**src/adcc_regs.svh**
```systemverilog
// Register map, field positions, reset values and counts of the calibration sequencer
`ifndef ADCC_REGS_SVH
`define ADCC_REGS_SVH

`define ADCC_IDX_CTRL 8'h00
`define ADCC_IDX_STATUS 8'h01
`define ADCC_IDX_TRIM_BASE 8'h10
`define ADCC_IDX_TRIM_LAST 8'h15
`define ADCC_IDX_SRC_DLY 8'h9A
`define ADCC_IDX_MUX_DLY 8'h9B

`define ADCC_CTRL_BG_EN 0
`define ADCC_CTRL_TRIG_SEL 1
`define ADCC_CTRL_SOFT_TRIG 2
`define ADCC_CTRL_FG_OFS 3
`define ADCC_CTRL_BG_OFS 4
`define ADCC_CTRL_VAR_LSB 5
`define ADCC_CTRL_VAR_MSB 6
`define ADCC_CTRL_WIDTH 7
`define ADCC_CTRL_RESET 7'h00

`define ADCC_DLY_RESET 8'h00
`define ADCC_MID_CODE 9'h000
`define ADCC_CORE_LAST 3'h5
`define ADCC_PHASE_CYCLES 16'h0100
`define ADCC_PHASE_LAST 16'h00FF

`define ADCC_CORE_A 3'h0
`define ADCC_CORE_B 3'h1
`define ADCC_CORE_SPARE0 3'h2
`define ADCC_CORE_SPARE1 3'h3
`define ADCC_CORE_C 3'h4
`define ADCC_CORE_D 3'h5

`endif

```
**src/adcc_pkg.sv**
```systemverilog
// Types shared by the calibration sequencer modules
package adcc_pkg;
   typedef enum logic [1:0] {ADCC_QUAD, ADCC_DUAL, ADCC_SINGLE, ADCC_RSVD} adcc_variant_t;
   typedef enum logic [1:0] {ADCC_PH_IDLE, ADCC_PH_LIN, ADCC_PH_GAIN, ADCC_PH_OFS} adcc_phase_t;
   typedef enum logic [3:0] {
      ADCC_S_LOAD, ADCC_S_FG_NEXT, ADCC_S_FG_WAIT, ADCC_S_IDLE,
      ADCC_S_BG_START, ADCC_S_BG_WAIT, ADCC_S_BG_SRC, ADCC_S_BG_MUX
   } adcc_state_t;
endpackage

```
**src/adcc_core_cal.sv**
```systemverilog
// One-core calibration engine: linearity, gain, then optional offset phase
`include "adcc_regs.svh"
module adcc_core_cal (
   input wire logic core_clk,
   input wire logic rst_b,
   input wire logic start,
   input wire logic use_ofs,
   output logic busy,
   output logic done,
   output logic ref_en,
   output adcc_pkg::adcc_phase_t phase
);
   import adcc_pkg::*;

   logic [15:0] cnt_q;
   wire logic last = (cnt_q == `ADCC_PHASE_LAST);
   wire logic fin = last && (phase == ADCC_PH_OFS || (phase == ADCC_PH_GAIN && !use_ofs));

   // Reference stays applied for the whole run of the core
   always_ff @(posedge core_clk or negedge rst_b) begin
      if (!rst_b) begin
         phase <= ADCC_PH_IDLE;
         cnt_q <= 16'h0000;
         busy <= 1'b0;
         done <= 1'b0;
         ref_en <= 1'b0;
      end else begin
         done <= 1'b0;
         if (phase == ADCC_PH_IDLE) begin
            if (start) begin
               phase <= ADCC_PH_LIN;
               busy <= 1'b1;
               ref_en <= 1'b1;
               cnt_q <= 16'h0000;
            end
         end else if (fin) begin
            phase <= ADCC_PH_IDLE;
            busy <= 1'b0;
            ref_en <= 1'b0;
            done <= 1'b1;
         end else if (last) begin
            phase <= (phase == ADCC_PH_LIN) ? ADCC_PH_GAIN : ADCC_PH_OFS;
            cnt_q <= 16'h0000;
         end else begin
            cnt_q <= cnt_q + 16'h0001;
         end
      end
   end
endmodule

```
**src/adcc_cal_seq.sv**
```systemverilog
// Calibration sequencer for the six converter cores, with Avalon-MM registers
//
// Design decision made here: the Avalon-MM interface to the registers.
`include "adcc_regs.svh"
// Contract
// - Foreground run holds cores offline and outputs mid-code zero until done.
// - Foreground routing: channels A, B, C, D on cores 0, 1, 4, 5.
// - Quad background: core 2 replaces 0 or 1, core 3 replaces 4 or 5.
// - Dual: cores 0 and 1 share core 2; single: core 0 spares with 2.
// - Calibrated spare takes over next active core, which is calibrated next in its own group, forever.
// - Never more than one core under calibration at once.
// - Background mode keeps sample output continuous during exchanges.
// - Foreground calibration runs after power-up; host waits before configuring.
// - Foreground starts on pin or software trigger, chosen by source select.
// - Calibration trims linearity, gain, offset against internal reference; inputs may run.
// - Trims load factory values, are readable, and host writes override them.
module adcc_cal_seq (
   input wire logic core_clk,
   input wire logic rst_b,
   input wire logic [7:0] avs_address,
   input wire logic avs_read,
   input wire logic avs_write,
   input wire logic [31:0] avs_writedata,
   output logic [31:0] avs_readdata,
   output logic avs_waitrequest,
   input wire logic cal_trigger_pin,
   input wire logic sample_tick,
   input wire logic [8:0] core0_data,
   input wire logic [8:0] core1_data,
   input wire logic [8:0] core2_data,
   input wire logic [8:0] core3_data,
   input wire logic [8:0] core4_data,
   input wire logic [8:0] core5_data,
   output logic [2:0] fuse_addr,
   input wire logic [23:0] fuse_data,
   output logic [8:0] chan_a_data,
   output logic [8:0] chan_b_data,
   output logic [8:0] chan_c_data,
   output logic [8:0] chan_d_data,
   output logic [5:0] core_online,
   output logic [5:0] core_cal_sel,
   output logic cal_ref_en,
   output adcc_pkg::adcc_phase_t cal_phase,
   output logic spare0_src,
   output logic spare1_src,
   output logic trim_wr_stb,
   output logic [2:0] trim_wr_core,
   output logic [23:0] trim_wr_data
);
   import adcc_pkg::*;

   function automatic logic core_present(input adcc_variant_t v, input logic [2:0] idx);
      core_present = (v == ADCC_QUAD) ||
         (v == ADCC_DUAL && idx <= `ADCC_CORE_SPARE0) ||
         (v != ADCC_DUAL && idx == `ADCC_CORE_A) ||
         (v != ADCC_DUAL && idx == `ADCC_CORE_SPARE0);
   endfunction

   function automatic logic [5:0] onehot(input logic [2:0] idx);
      onehot = 6'h01 << idx;
   endfunction

   // Registers
   logic [`ADCC_CTRL_WIDTH-1:0] ctrl_q;
   logic [7:0] src_dly_q;
   logic [7:0] mux_dly_q;
   logic [23:0] trim_q [6];
   logic fg_done_q;

   // Sequencer state
   adcc_state_t state_q;
   logic [2:0] idx_q;
   logic [7:0] dly_q;
   logic trig_q;
   logic start_q;
   logic [2:0] srv_a_q, srv_b_q, srv_c_q, srv_d_q, spare0_q, spare1_q;
   logic grp_q, alt0_q, alt1_q;
   logic [2:0] cal_core_q;

   wire adcc_variant_t variant = adcc_variant_t'(ctrl_q[`ADCC_CTRL_VAR_MSB:`ADCC_CTRL_VAR_LSB]);
   wire logic trig_sel = ctrl_q[`ADCC_CTRL_TRIG_SEL];
   wire logic soft_trig = ctrl_q[`ADCC_CTRL_SOFT_TRIG];
   wire logic bg_en = ctrl_q[`ADCC_CTRL_BG_EN];
   wire logic trig = trig_sel ? cal_trigger_pin : soft_trig;
   wire logic trig_rise = trig && !trig_q;
   wire logic bg_run = bg_en && !trig_sel && soft_trig;
   wire logic in_fg = (state_q == ADCC_S_FG_NEXT) || (state_q == ADCC_S_FG_WAIT) ||
      (state_q == ADCC_S_LOAD);

   // Engine and its offset phase selection
   logic eng_busy, eng_done, eng_ref;
   adcc_phase_t eng_phase;
   wire logic use_ofs = in_fg ? ctrl_q[`ADCC_CTRL_FG_OFS] : ctrl_q[`ADCC_CTRL_BG_OFS];

   adcc_core_cal u_cal (
      .core_clk(core_clk),
      .rst_b(rst_b),
      .start(start_q),
      .use_ofs(use_ofs),
      .busy(eng_busy),
      .done(eng_done),
      .ref_en(eng_ref),
      .phase(eng_phase)
   );

   // Background target: group 0 is A/B with spare0, group 1 is C/D with spare1
   wire logic tgt0_b = (variant != ADCC_SINGLE) && alt0_q;
   wire logic [2:0] grp_spare = grp_q ? spare1_q : spare0_q;
   wire logic grp_next = (variant == ADCC_QUAD) ? !grp_q : 1'b0;

   // Core data routing
   wire logic [8:0] core_arr [6];
   assign core_arr[0] = core0_data;
   assign core_arr[1] = core1_data;
   assign core_arr[2] = core2_data;
   assign core_arr[3] = core3_data;
   assign core_arr[4] = core4_data;
   assign core_arr[5] = core5_data;
   wire logic [8:0] mux_a = in_fg ? `ADCC_MID_CODE : core_arr[srv_a_q];
   wire logic [8:0] mux_b = in_fg ? `ADCC_MID_CODE : core_arr[srv_b_q];
   wire logic [8:0] mux_c = in_fg ? `ADCC_MID_CODE : core_arr[srv_c_q];
   wire logic [8:0] mux_d = in_fg ? `ADCC_MID_CODE : core_arr[srv_d_q];
   wire logic [5:0] present_mask = {core_present(variant, 3'h5), core_present(variant, 3'h4),
      core_present(variant, 3'h3), core_present(variant, 3'h2),
      core_present(variant, 3'h1), core_present(variant, 3'h0)};
   // Absent cores of the smaller variants never count as online
   wire logic [5:0] online_d = in_fg ? 6'h00 :
      (onehot(srv_a_q) | onehot(srv_c_q) | onehot(srv_b_q) | onehot(srv_d_q)) &
      ~(eng_busy ? onehot(cal_core_q) : 6'h00) & present_mask;

   // Bus decode
   wire logic acc = (avs_read || avs_write) && avs_waitrequest;
   wire logic commit_wr = avs_write && !avs_waitrequest;
   wire logic hit_ctrl = (avs_address == `ADCC_IDX_CTRL);
   wire logic hit_status = (avs_address == `ADCC_IDX_STATUS);
   wire logic hit_src = (avs_address == `ADCC_IDX_SRC_DLY);
   wire logic hit_mux = (avs_address == `ADCC_IDX_MUX_DLY);
   wire logic hit_trim = (avs_address >= `ADCC_IDX_TRIM_BASE) &&
      (avs_address <= `ADCC_IDX_TRIM_LAST);
   wire logic [2:0] trim_idx = 3'(avs_address - `ADCC_IDX_TRIM_BASE);
   wire logic [31:0] status_word = {16'h0000, grp_q, cal_core_q, eng_busy, online_d,
      state_q, fg_done_q};
   logic [31:0] rd_mux;
   always_comb begin
      if (hit_ctrl) begin
         rd_mux = {25'h0, ctrl_q};
      end else if (hit_status) begin
         rd_mux = status_word;
      end else if (hit_src) begin
         rd_mux = {24'h000000, src_dly_q};
      end else if (hit_mux) begin
         rd_mux = {24'h000000, mux_dly_q};
      end else if (hit_trim) begin
         rd_mux = {8'h00, trim_q[trim_idx]};
      end else begin
         rd_mux = 32'h00000000;
      end
   end

   // One wait state per access; read data is captured on the edge that ends the wait, writes land one edge later
   always_ff @(posedge core_clk or negedge rst_b) begin
      if (!rst_b) begin
         avs_waitrequest <= 1'b1;
         avs_readdata <= 32'h00000000;
      end else begin
         avs_waitrequest <= !acc;
         if (acc && avs_read) begin
            avs_readdata <= rd_mux;
         end
      end
   end

   always_ff @(posedge core_clk or negedge rst_b) begin
      if (!rst_b) begin
         ctrl_q <= `ADCC_CTRL_RESET;
         src_dly_q <= `ADCC_DLY_RESET;
         mux_dly_q <= `ADCC_DLY_RESET;
      end else if (commit_wr) begin
         if (hit_ctrl) begin
            ctrl_q <= avs_writedata[`ADCC_CTRL_WIDTH-1:0];
         end else if (hit_src) begin
            src_dly_q <= avs_writedata[7:0];
         end else if (hit_mux) begin
            mux_dly_q <= avs_writedata[7:0];
         end
      end
   end

   // Trims: factory load after reset, host writes override
   always_ff @(posedge core_clk) begin
      if (state_q == ADCC_S_LOAD) begin
         trim_q[fuse_addr] <= fuse_data;
      end else if (commit_wr && hit_trim) begin
         trim_q[trim_idx] <= avs_writedata[23:0];
      end
   end

   always_ff @(posedge core_clk or negedge rst_b) begin
      if (!rst_b) begin
         trim_wr_stb <= 1'b0;
         trim_wr_core <= 3'h0;
         trim_wr_data <= 24'h000000;
      end else begin
         trim_wr_stb <= (state_q == ADCC_S_LOAD) || (commit_wr && hit_trim);
         trim_wr_core <= (state_q == ADCC_S_LOAD) ? fuse_addr : trim_idx;
         trim_wr_data <= (state_q == ADCC_S_LOAD) ? fuse_data : avs_writedata[23:0];
      end
   end

   // Output samples advance on sample boundaries only
   always_ff @(posedge core_clk or negedge rst_b) begin
      if (!rst_b) begin
         chan_a_data <= `ADCC_MID_CODE;
         chan_b_data <= `ADCC_MID_CODE;
         chan_c_data <= `ADCC_MID_CODE;
         chan_d_data <= `ADCC_MID_CODE;
         core_online <= 6'h00;
         core_cal_sel <= 6'h00;
         cal_ref_en <= 1'b0;
         cal_phase <= ADCC_PH_IDLE;
      end else begin
         if (sample_tick) begin
            chan_a_data <= mux_a;
            chan_b_data <= mux_b;
            chan_c_data <= mux_c;
            chan_d_data <= mux_d;
         end
         core_online <= online_d;
         core_cal_sel <= eng_busy ? onehot(cal_core_q) : 6'h00;
         cal_ref_en <= eng_ref;
         cal_phase <= eng_phase;
      end
   end

   // Sequencer
   always_ff @(posedge core_clk or negedge rst_b) begin
      if (!rst_b) begin
         state_q <= ADCC_S_LOAD;
         fuse_addr <= 3'h0;
         idx_q <= 3'h0;
         dly_q <= 8'h00;
         trig_q <= 1'b0;
         start_q <= 1'b0;
         fg_done_q <= 1'b0;
         cal_core_q <= 3'h0;
         srv_a_q <= `ADCC_CORE_A;
         srv_b_q <= `ADCC_CORE_B;
         srv_c_q <= `ADCC_CORE_C;
         srv_d_q <= `ADCC_CORE_D;
         spare0_q <= `ADCC_CORE_SPARE0;
         spare1_q <= `ADCC_CORE_SPARE1;
         spare0_src <= 1'b0;
         spare1_src <= 1'b0;
         grp_q <= 1'b0;
         alt0_q <= 1'b0;
         alt1_q <= 1'b0;
      end else begin
         trig_q <= trig;
         start_q <= 1'b0;
         case (state_q)
            ADCC_S_LOAD: begin
               fuse_addr <= fuse_addr + 3'h1;
               if (fuse_addr == `ADCC_CORE_LAST) begin
                  fuse_addr <= 3'h0;
                  idx_q <= 3'h0;
                  state_q <= ADCC_S_FG_NEXT;
               end
            end
            ADCC_S_FG_NEXT: begin
               if (present_mask[idx_q]) begin
                  cal_core_q <= idx_q;
                  start_q <= 1'b1;
                  state_q <= ADCC_S_FG_WAIT;
               end else if (idx_q == `ADCC_CORE_LAST) begin
                  fg_done_q <= 1'b1;
                  state_q <= ADCC_S_IDLE;
               end else begin
                  idx_q <= idx_q + 3'h1;
               end
            end
            ADCC_S_FG_WAIT: begin
               if (eng_done) begin
                  if (idx_q == `ADCC_CORE_LAST) begin
                     fg_done_q <= 1'b1;
                     state_q <= ADCC_S_IDLE;
                  end else begin
                     idx_q <= idx_q + 3'h1;
                     state_q <= ADCC_S_FG_NEXT;
                  end
               end
            end
            ADCC_S_IDLE: begin
               if (bg_run) begin
                  state_q <= ADCC_S_BG_START;
               end else if (trig_rise) begin
                  fg_done_q <= 1'b0;
                  idx_q <= 3'h0;
                  srv_a_q <= `ADCC_CORE_A;
                  srv_b_q <= `ADCC_CORE_B;
                  srv_c_q <= `ADCC_CORE_C;
                  srv_d_q <= `ADCC_CORE_D;
                  spare0_q <= `ADCC_CORE_SPARE0;
                  spare1_q <= `ADCC_CORE_SPARE1;
                  grp_q <= 1'b0;
                  alt0_q <= 1'b0;
                  alt1_q <= 1'b0;
                  spare0_src <= 1'b0;
                  spare1_src <= 1'b0;
                  state_q <= ADCC_S_FG_NEXT;
               end
            end
            ADCC_S_BG_START: begin
               cal_core_q <= grp_spare;
               start_q <= 1'b1;
               state_q <= ADCC_S_BG_WAIT;
            end
            ADCC_S_BG_WAIT: begin
               if (eng_done) begin
                  dly_q <= src_dly_q;
                  state_q <= ADCC_S_BG_SRC;
               end
            end
            ADCC_S_BG_SRC: begin
               // Spare starts sampling the target channel before it is muxed in
               if (dly_q == 8'h00) begin
                  if (grp_q) begin
                     spare1_src <= alt1_q;
                  end else begin
                     spare0_src <= tgt0_b;
                  end
                  dly_q <= mux_dly_q;
                  state_q <= ADCC_S_BG_MUX;
               end else begin
                  dly_q <= dly_q - 8'h01;
               end
            end
            ADCC_S_BG_MUX: begin
               if (dly_q != 8'h00) begin
                  dly_q <= dly_q - 8'h01;
               end else if (sample_tick) begin
                  if (grp_q) begin
                     if (alt1_q) begin
                        srv_d_q <= spare1_q;
                        spare1_q <= srv_d_q;
                     end else begin
                        srv_c_q <= spare1_q;
                        spare1_q <= srv_c_q;
                     end
                     alt1_q <= !alt1_q;
                  end else begin
                     if (tgt0_b) begin
                        srv_b_q <= spare0_q;
                        spare0_q <= srv_b_q;
                     end else begin
                        srv_a_q <= spare0_q;
                        spare0_q <= srv_a_q;
                     end
                     alt0_q <= !alt0_q;
                  end
                  grp_q <= grp_next;
                  state_q <= bg_run ? ADCC_S_BG_START : ADCC_S_IDLE;
               end
            end
            default: begin
               state_q <= ADCC_S_IDLE;
            end
         endcase
      end
   end
endmodule

```
**config.mk**
```make
export PLATFORM = sky130hd
export DESIGN_NAME = adcc_cal_seq
export DESIGN_NICKNAME = d
export VERILOG_FILES = /design/src/adcc_pkg.sv /design/src/adcc_core_cal.sv /design/src/adcc_cal_seq.sv
export VERILOG_INCLUDE_DIRS = /design/src
export SDC_FILE = /design/constraint.sdc
export NUM_CORES = 1
export LEC_CHECK = 0
export ABC_AREA = 1
export ABC_CLOCK_PERIOD_IN_PS = 5700
export BUFFER_PORTS_ARGS = -buffer_cell sky130_fd_sc_hd__buf_2
export CORE_MARGIN = 2
export CORE_UTILIZATION = 50
export CTS_CLUSTER_SIZE = 30
export DETAILED_ROUTE_END_ITERATION = 10
export GPL_ROUTABILITY_DRIVEN = 0
export MAX_ROUTING_LAYER = met4
export PLACE_DENSITY = 0.71
export SLEW_MARGIN = 25
export SYNTH_ARGS = -nofsm -noshare
export SYNTH_HDL_FRONTEND = slang
export SYNTH_SLANG_ARGS = --single-unit
```
**constraint.sdc**
```tcl
create_clock -name core_clk -period 5.7 [get_ports core_clk]
set_input_delay 0 -clock core_clk [delete_from_list [all_inputs] [get_ports core_clk]]
set_output_delay 0 -clock core_clk [all_outputs]
set_load 0.1 [all_outputs]
```
==> metrics.md <==
| Metric | Value |
|---|---|
| Post-Synth XOR/XNOR Area | `0.4180%` |
| FILL cells | `2787` |
| Post-synthesis mux area share | `0.05971%` |
| Inserted Clock Buffers | `37` |
| Critical-path cell list | `inv_1, nor2_1, clkinv_1, o221ai_1, dlygate4sd3_1, nand2_1, o21ai_0, dlygate4sd3_1` |
| Async SR Flop Fraction | `57.27%` |
| I/O pin count | `241` |
| Fin crit period | `3983 ps` |
| Share of cells above drive strength 1 | `17.29%` |
| CTS tree | `yes` |
| Worst r2r path cells | `8` |
| Die X | `187.1 um` |
| # placed instances | `2529` |
| Wire per inst | `18.25 um` |
| Post-synth EDFFs | `144` |
| Largest family of logic cells by synthesized area | `simple AND/OR/NAND/NOR gates` |
| Root Buffer | `clkbuf_16` |
| Hold WS | `-7.921 ps` |
| RR Startpoint | `srv_d_q[0]$_DFFE_PN1P_` |
| Rows | `67` |
| Switching share of power | `25.08%` |
| Worst-margin pin slew | `1162 ps` |
| Clk network pwr share | `43.6%` |
| HPWL Detailed | `31860 um` |
| Placement Cell Area | `18150 um2` |
| Die ar. | `35010 um2` |
| Post-synthesis compound-gate area fraction | `15.36%` |
| Register share of total power | `47.0%` |
| Simple-Gate Fraction of Synth Area | `21.37%` |
| Top_reg_cell synth | `dfrtp_1` |
| Setup TNS | `0 ps` |
| First-pass GRT wire length | `77690 um` |
| Adder-cell area share of the yosys netlist | `0.3732%` |
| PortBufs | `224` |
| Worst Path Max Fanout | `12` |
| Vert. Die Dim | `187.1 um` |
| Comb power frac | `9.3%` |
| Post-route DRC | `0` |
| Max VDD drop | `0.1948 mV` |
| Sequential cell area | `9164 um2` |
| Non-Filler Instances | `2681` |
| CP startpoint | `srv_d_q[0]$_DFFE_PN1P_` |
| Vias in the first global route | `14630` |
| CP peak stage delay | `840 ps` |
| Post-cts hold buffer count | `86` |
| Most used cell, CP | `dlygate4sd3_1` |
| Starting density of the core | `50.37%` |
| Ant diodes | `0` |
| Switching pwr | `1.374 mW` |
| Vias per std cell | `5.623` |
| Worst-Skew Late Latency | `540 ps` |
| Mapped Cells | `1919` |
| Slew HR | `22.23%` |
| Critical Path RT | `6170 ps` |
| Endpoints failing setup | `0` |
| Number of max-cap violations | `0` |
| Violated checks | `negative hold slack` |
| Most common cell after layout, fill and taps aside | `nand2_1` |
| Mapped cell area | `16760 um2` |
| TritonRoute pass-1 iters | `6` |
| Final wirelength | `48940 um` |
| Pint | `4.104 mW` |
| Min-Delay Path Class | `in2async` |
| Initial DRC Count | `1579` |
| Synth Register Bits | `337` |
| Synth warnings | `0` |
| Final instance area | `20230 um2` |
| Cell Pwr Density | `270.8 nW/um2` |
| Clk pin slew, worst setup/hold paths | `60 ps` |
| Postcts setup bufs | `0` |
| Buffer depth of the longest clock path | `3` |
| Critical path endpoint category | `flip-flop` |
| Core area | `33280 um2` |
| Yosys cell types | `53` |
| Final period util | `69.88%` |
| Initial antenna violation count | `0` |
| P&R area growth vs syn | `20.67%` |
| Layout Utilization | `60.78%` |
| Slowest-stage cell, CP | `nor2_1` |
| Crit Path Class | `reg2reg` |
| Largest net degree at the start of global routing | `76` |
| H-tree level count | `2` |
| Most frequent cells in the layout | `nand2_1, buf_2, inv_1` |
| Setup crit start kind | `flip-flop` |
| Final ANT Viol Nets | `0` |
| GRT Residual Overflow | `0` |
| Layout Nets | `2335` |
| RSZ-0062 raised after global routing | `false` |
| Status | `finished with violations` |
| CP arrival | `4450 ps` |
| TritonCTS Sinks | `337` |
| Multi-input logic area | `6367 um2` |
| Post-Syn Area per Cell | `8.736 um2` |
| Via count | `15070` |
| Peak Freq | `0.2510 GHz` |
| Fin. max-slew vios | `0` |
| Clock skew | `27.17 ps` |
| Total power | `5.477 mW` |
| GRT Overall Usage | `28.59%` |
| Leak Pwr | `9.178 nW` |
| Delay-heaviest family, CP | `buffers and inverters` |
| Hold Fails Final Rpt | `6` |
| Worst path bufs/invs | `4` |
| Critical Path Stages | `8` |
| Sequential element share of the synthesized area | `54.66%` |
| Resize count post-CTS | `0` |
[cells in the mapped netlist (2+ instances only)]
library cell / instances / area [um2]
o31ai_1: 2 / 15.01
nor3_1: 11 / 55.05
xor2_1: 6 / 52.55
o221ai_1: 36 / 315.3
nor2_1: 132 / 495.5
nand3_2: 7 / 70.07
clkbuf_1: 19 / 71.32
inv_4: 2 / 12.51
ha_1: 5 / 62.56
o21ai_1: 25 / 125.1
nand2_1: 527 / 1978
a22oi_1: 74 / 555.5
nand4_1: 28 / 175.2
a21oi_1: 90 / 450.4
nand2_2: 12 / 75.07
nand3_1: 67 / 335.3
nor3_2: 3 / 30.03
o211ai_1: 8 / 60.06
or2_2: 18 / 112.6
a22o_1: 2 / 17.52
nand2_4: 3 / 33.78
dfrtp_1: 185 / 4629
o21ai_2: 2 / 17.52
buf_2: 29 / 145.1
edfxtp_1: 144 / 4324
buf_6: 7 / 78.83
dfstp_2: 8 / 210.2
nor2_2: 15 / 93.84
xnor2_1: 2 / 17.52
o21ai_0: 154 / 770.7
buf_1: 8 / 30.03
inv_2: 11 / 41.29
nor2_4: 5 / 56.30
clkinv_1: 8 / 30.03
inv_1: 205 / 769.5
a211oi_1: 2 / 15.01
o22ai_1: 27 / 168.9
buf_4: 15 / 112.6
[cells by family (layout without fill, tap and decap cells)]
kind of cell    Yosys count  count (layout)
flops                   337             337
buf+inv                 305             612
other cells               1               8
compound gates          429             429
xor+xnor                  8               8
fa+ha+maj                 5               5
simple gates            833             833
mux                       1               1
[power by group through the flow]
stage	Combinational [mW]	Sequential (mW)	Clock, mW
after floorplan	0.176	2.76	0
after global placement	0.461	2.62	0
after detailed placement	0.467	2.62	0
after CTS	0.510	2.57	2.42
after global routing	0.550	2.58	2.52
final	0.512	2.57	2.39
[final cells by class]
cell class,instances,share of cell area (%)
tap,448,2.771
clock buffer,52,5.103
clock inverter,14,0.8969
sequential,337,45.30
multi-input combinational,1284,31.48
timing repair buffer,320,10.23
inverter,226,4.218
[stage by stage]
stage          hold slack, ps  setup slack [ps]
3_3_place_gp           -6.050              2553
4_1_cts               0.05190              1927
6_report               -7.921              1717
3_5_place_dp           -1.427              2506
5_1_grt                 32.06              1636
2_1_floorplan          -295.6              2744
[worst paths after layout]
| kind | to | slack, ps |
|---|---|---|
| max | chan_d_data[3]$_DFFE_PN0P_ | 1720 |
| min | chan_d_data[2]$_DFFE_PN0P_ | -8 |
| max reg2reg | chan_d_data[3]$_DFFE_PN0P_ | 1720 |
| min reg2reg | cal_phase[1]$_DFF_PN0_ | 430 |
| max in group asynchronous | trim_wr_data[3]$_DFF_PN0_ | 4400 |
| min in group core_clk | trim_wr_core[2]$_DFF_PN0_ | 0 |
[layer usage]
metal | part of all wire (%) | global-route usage, % | vias to the layer above
li1 | - | - | 7027
met1 | 40 | 36.21 | 7087
met2 | 48 | 46.08 | 777
met3 | 8.5 | 4.897 | 183
met4 | 3.8 | 11.14 | 0
met5 | 0 | - | -
[registers in the layout, summed over array words and instances (netlist names), 7 cells and up]
signal,cells
u_cal.cnt_q,16
ctrl_q,7
trim_wr_data,24
dly_q,8
chan_c_data,9
trim_q,144
src_dly_q,8
chan_d_data,9
chan_a_data,9
avs_readdata,24
chan_b_data,9
mux_dly_q,8
[worst reg2reg max path: cells and delay by family, from the launching register on]
kind,cells,cell delay [ps]
AOI/OAI and AO/OA,2,490
buffers and inverters,4,1980
DFF,1,560
and+or+nand+nor,2,900
Note: power is estimated with default switching activity, not from simulation.
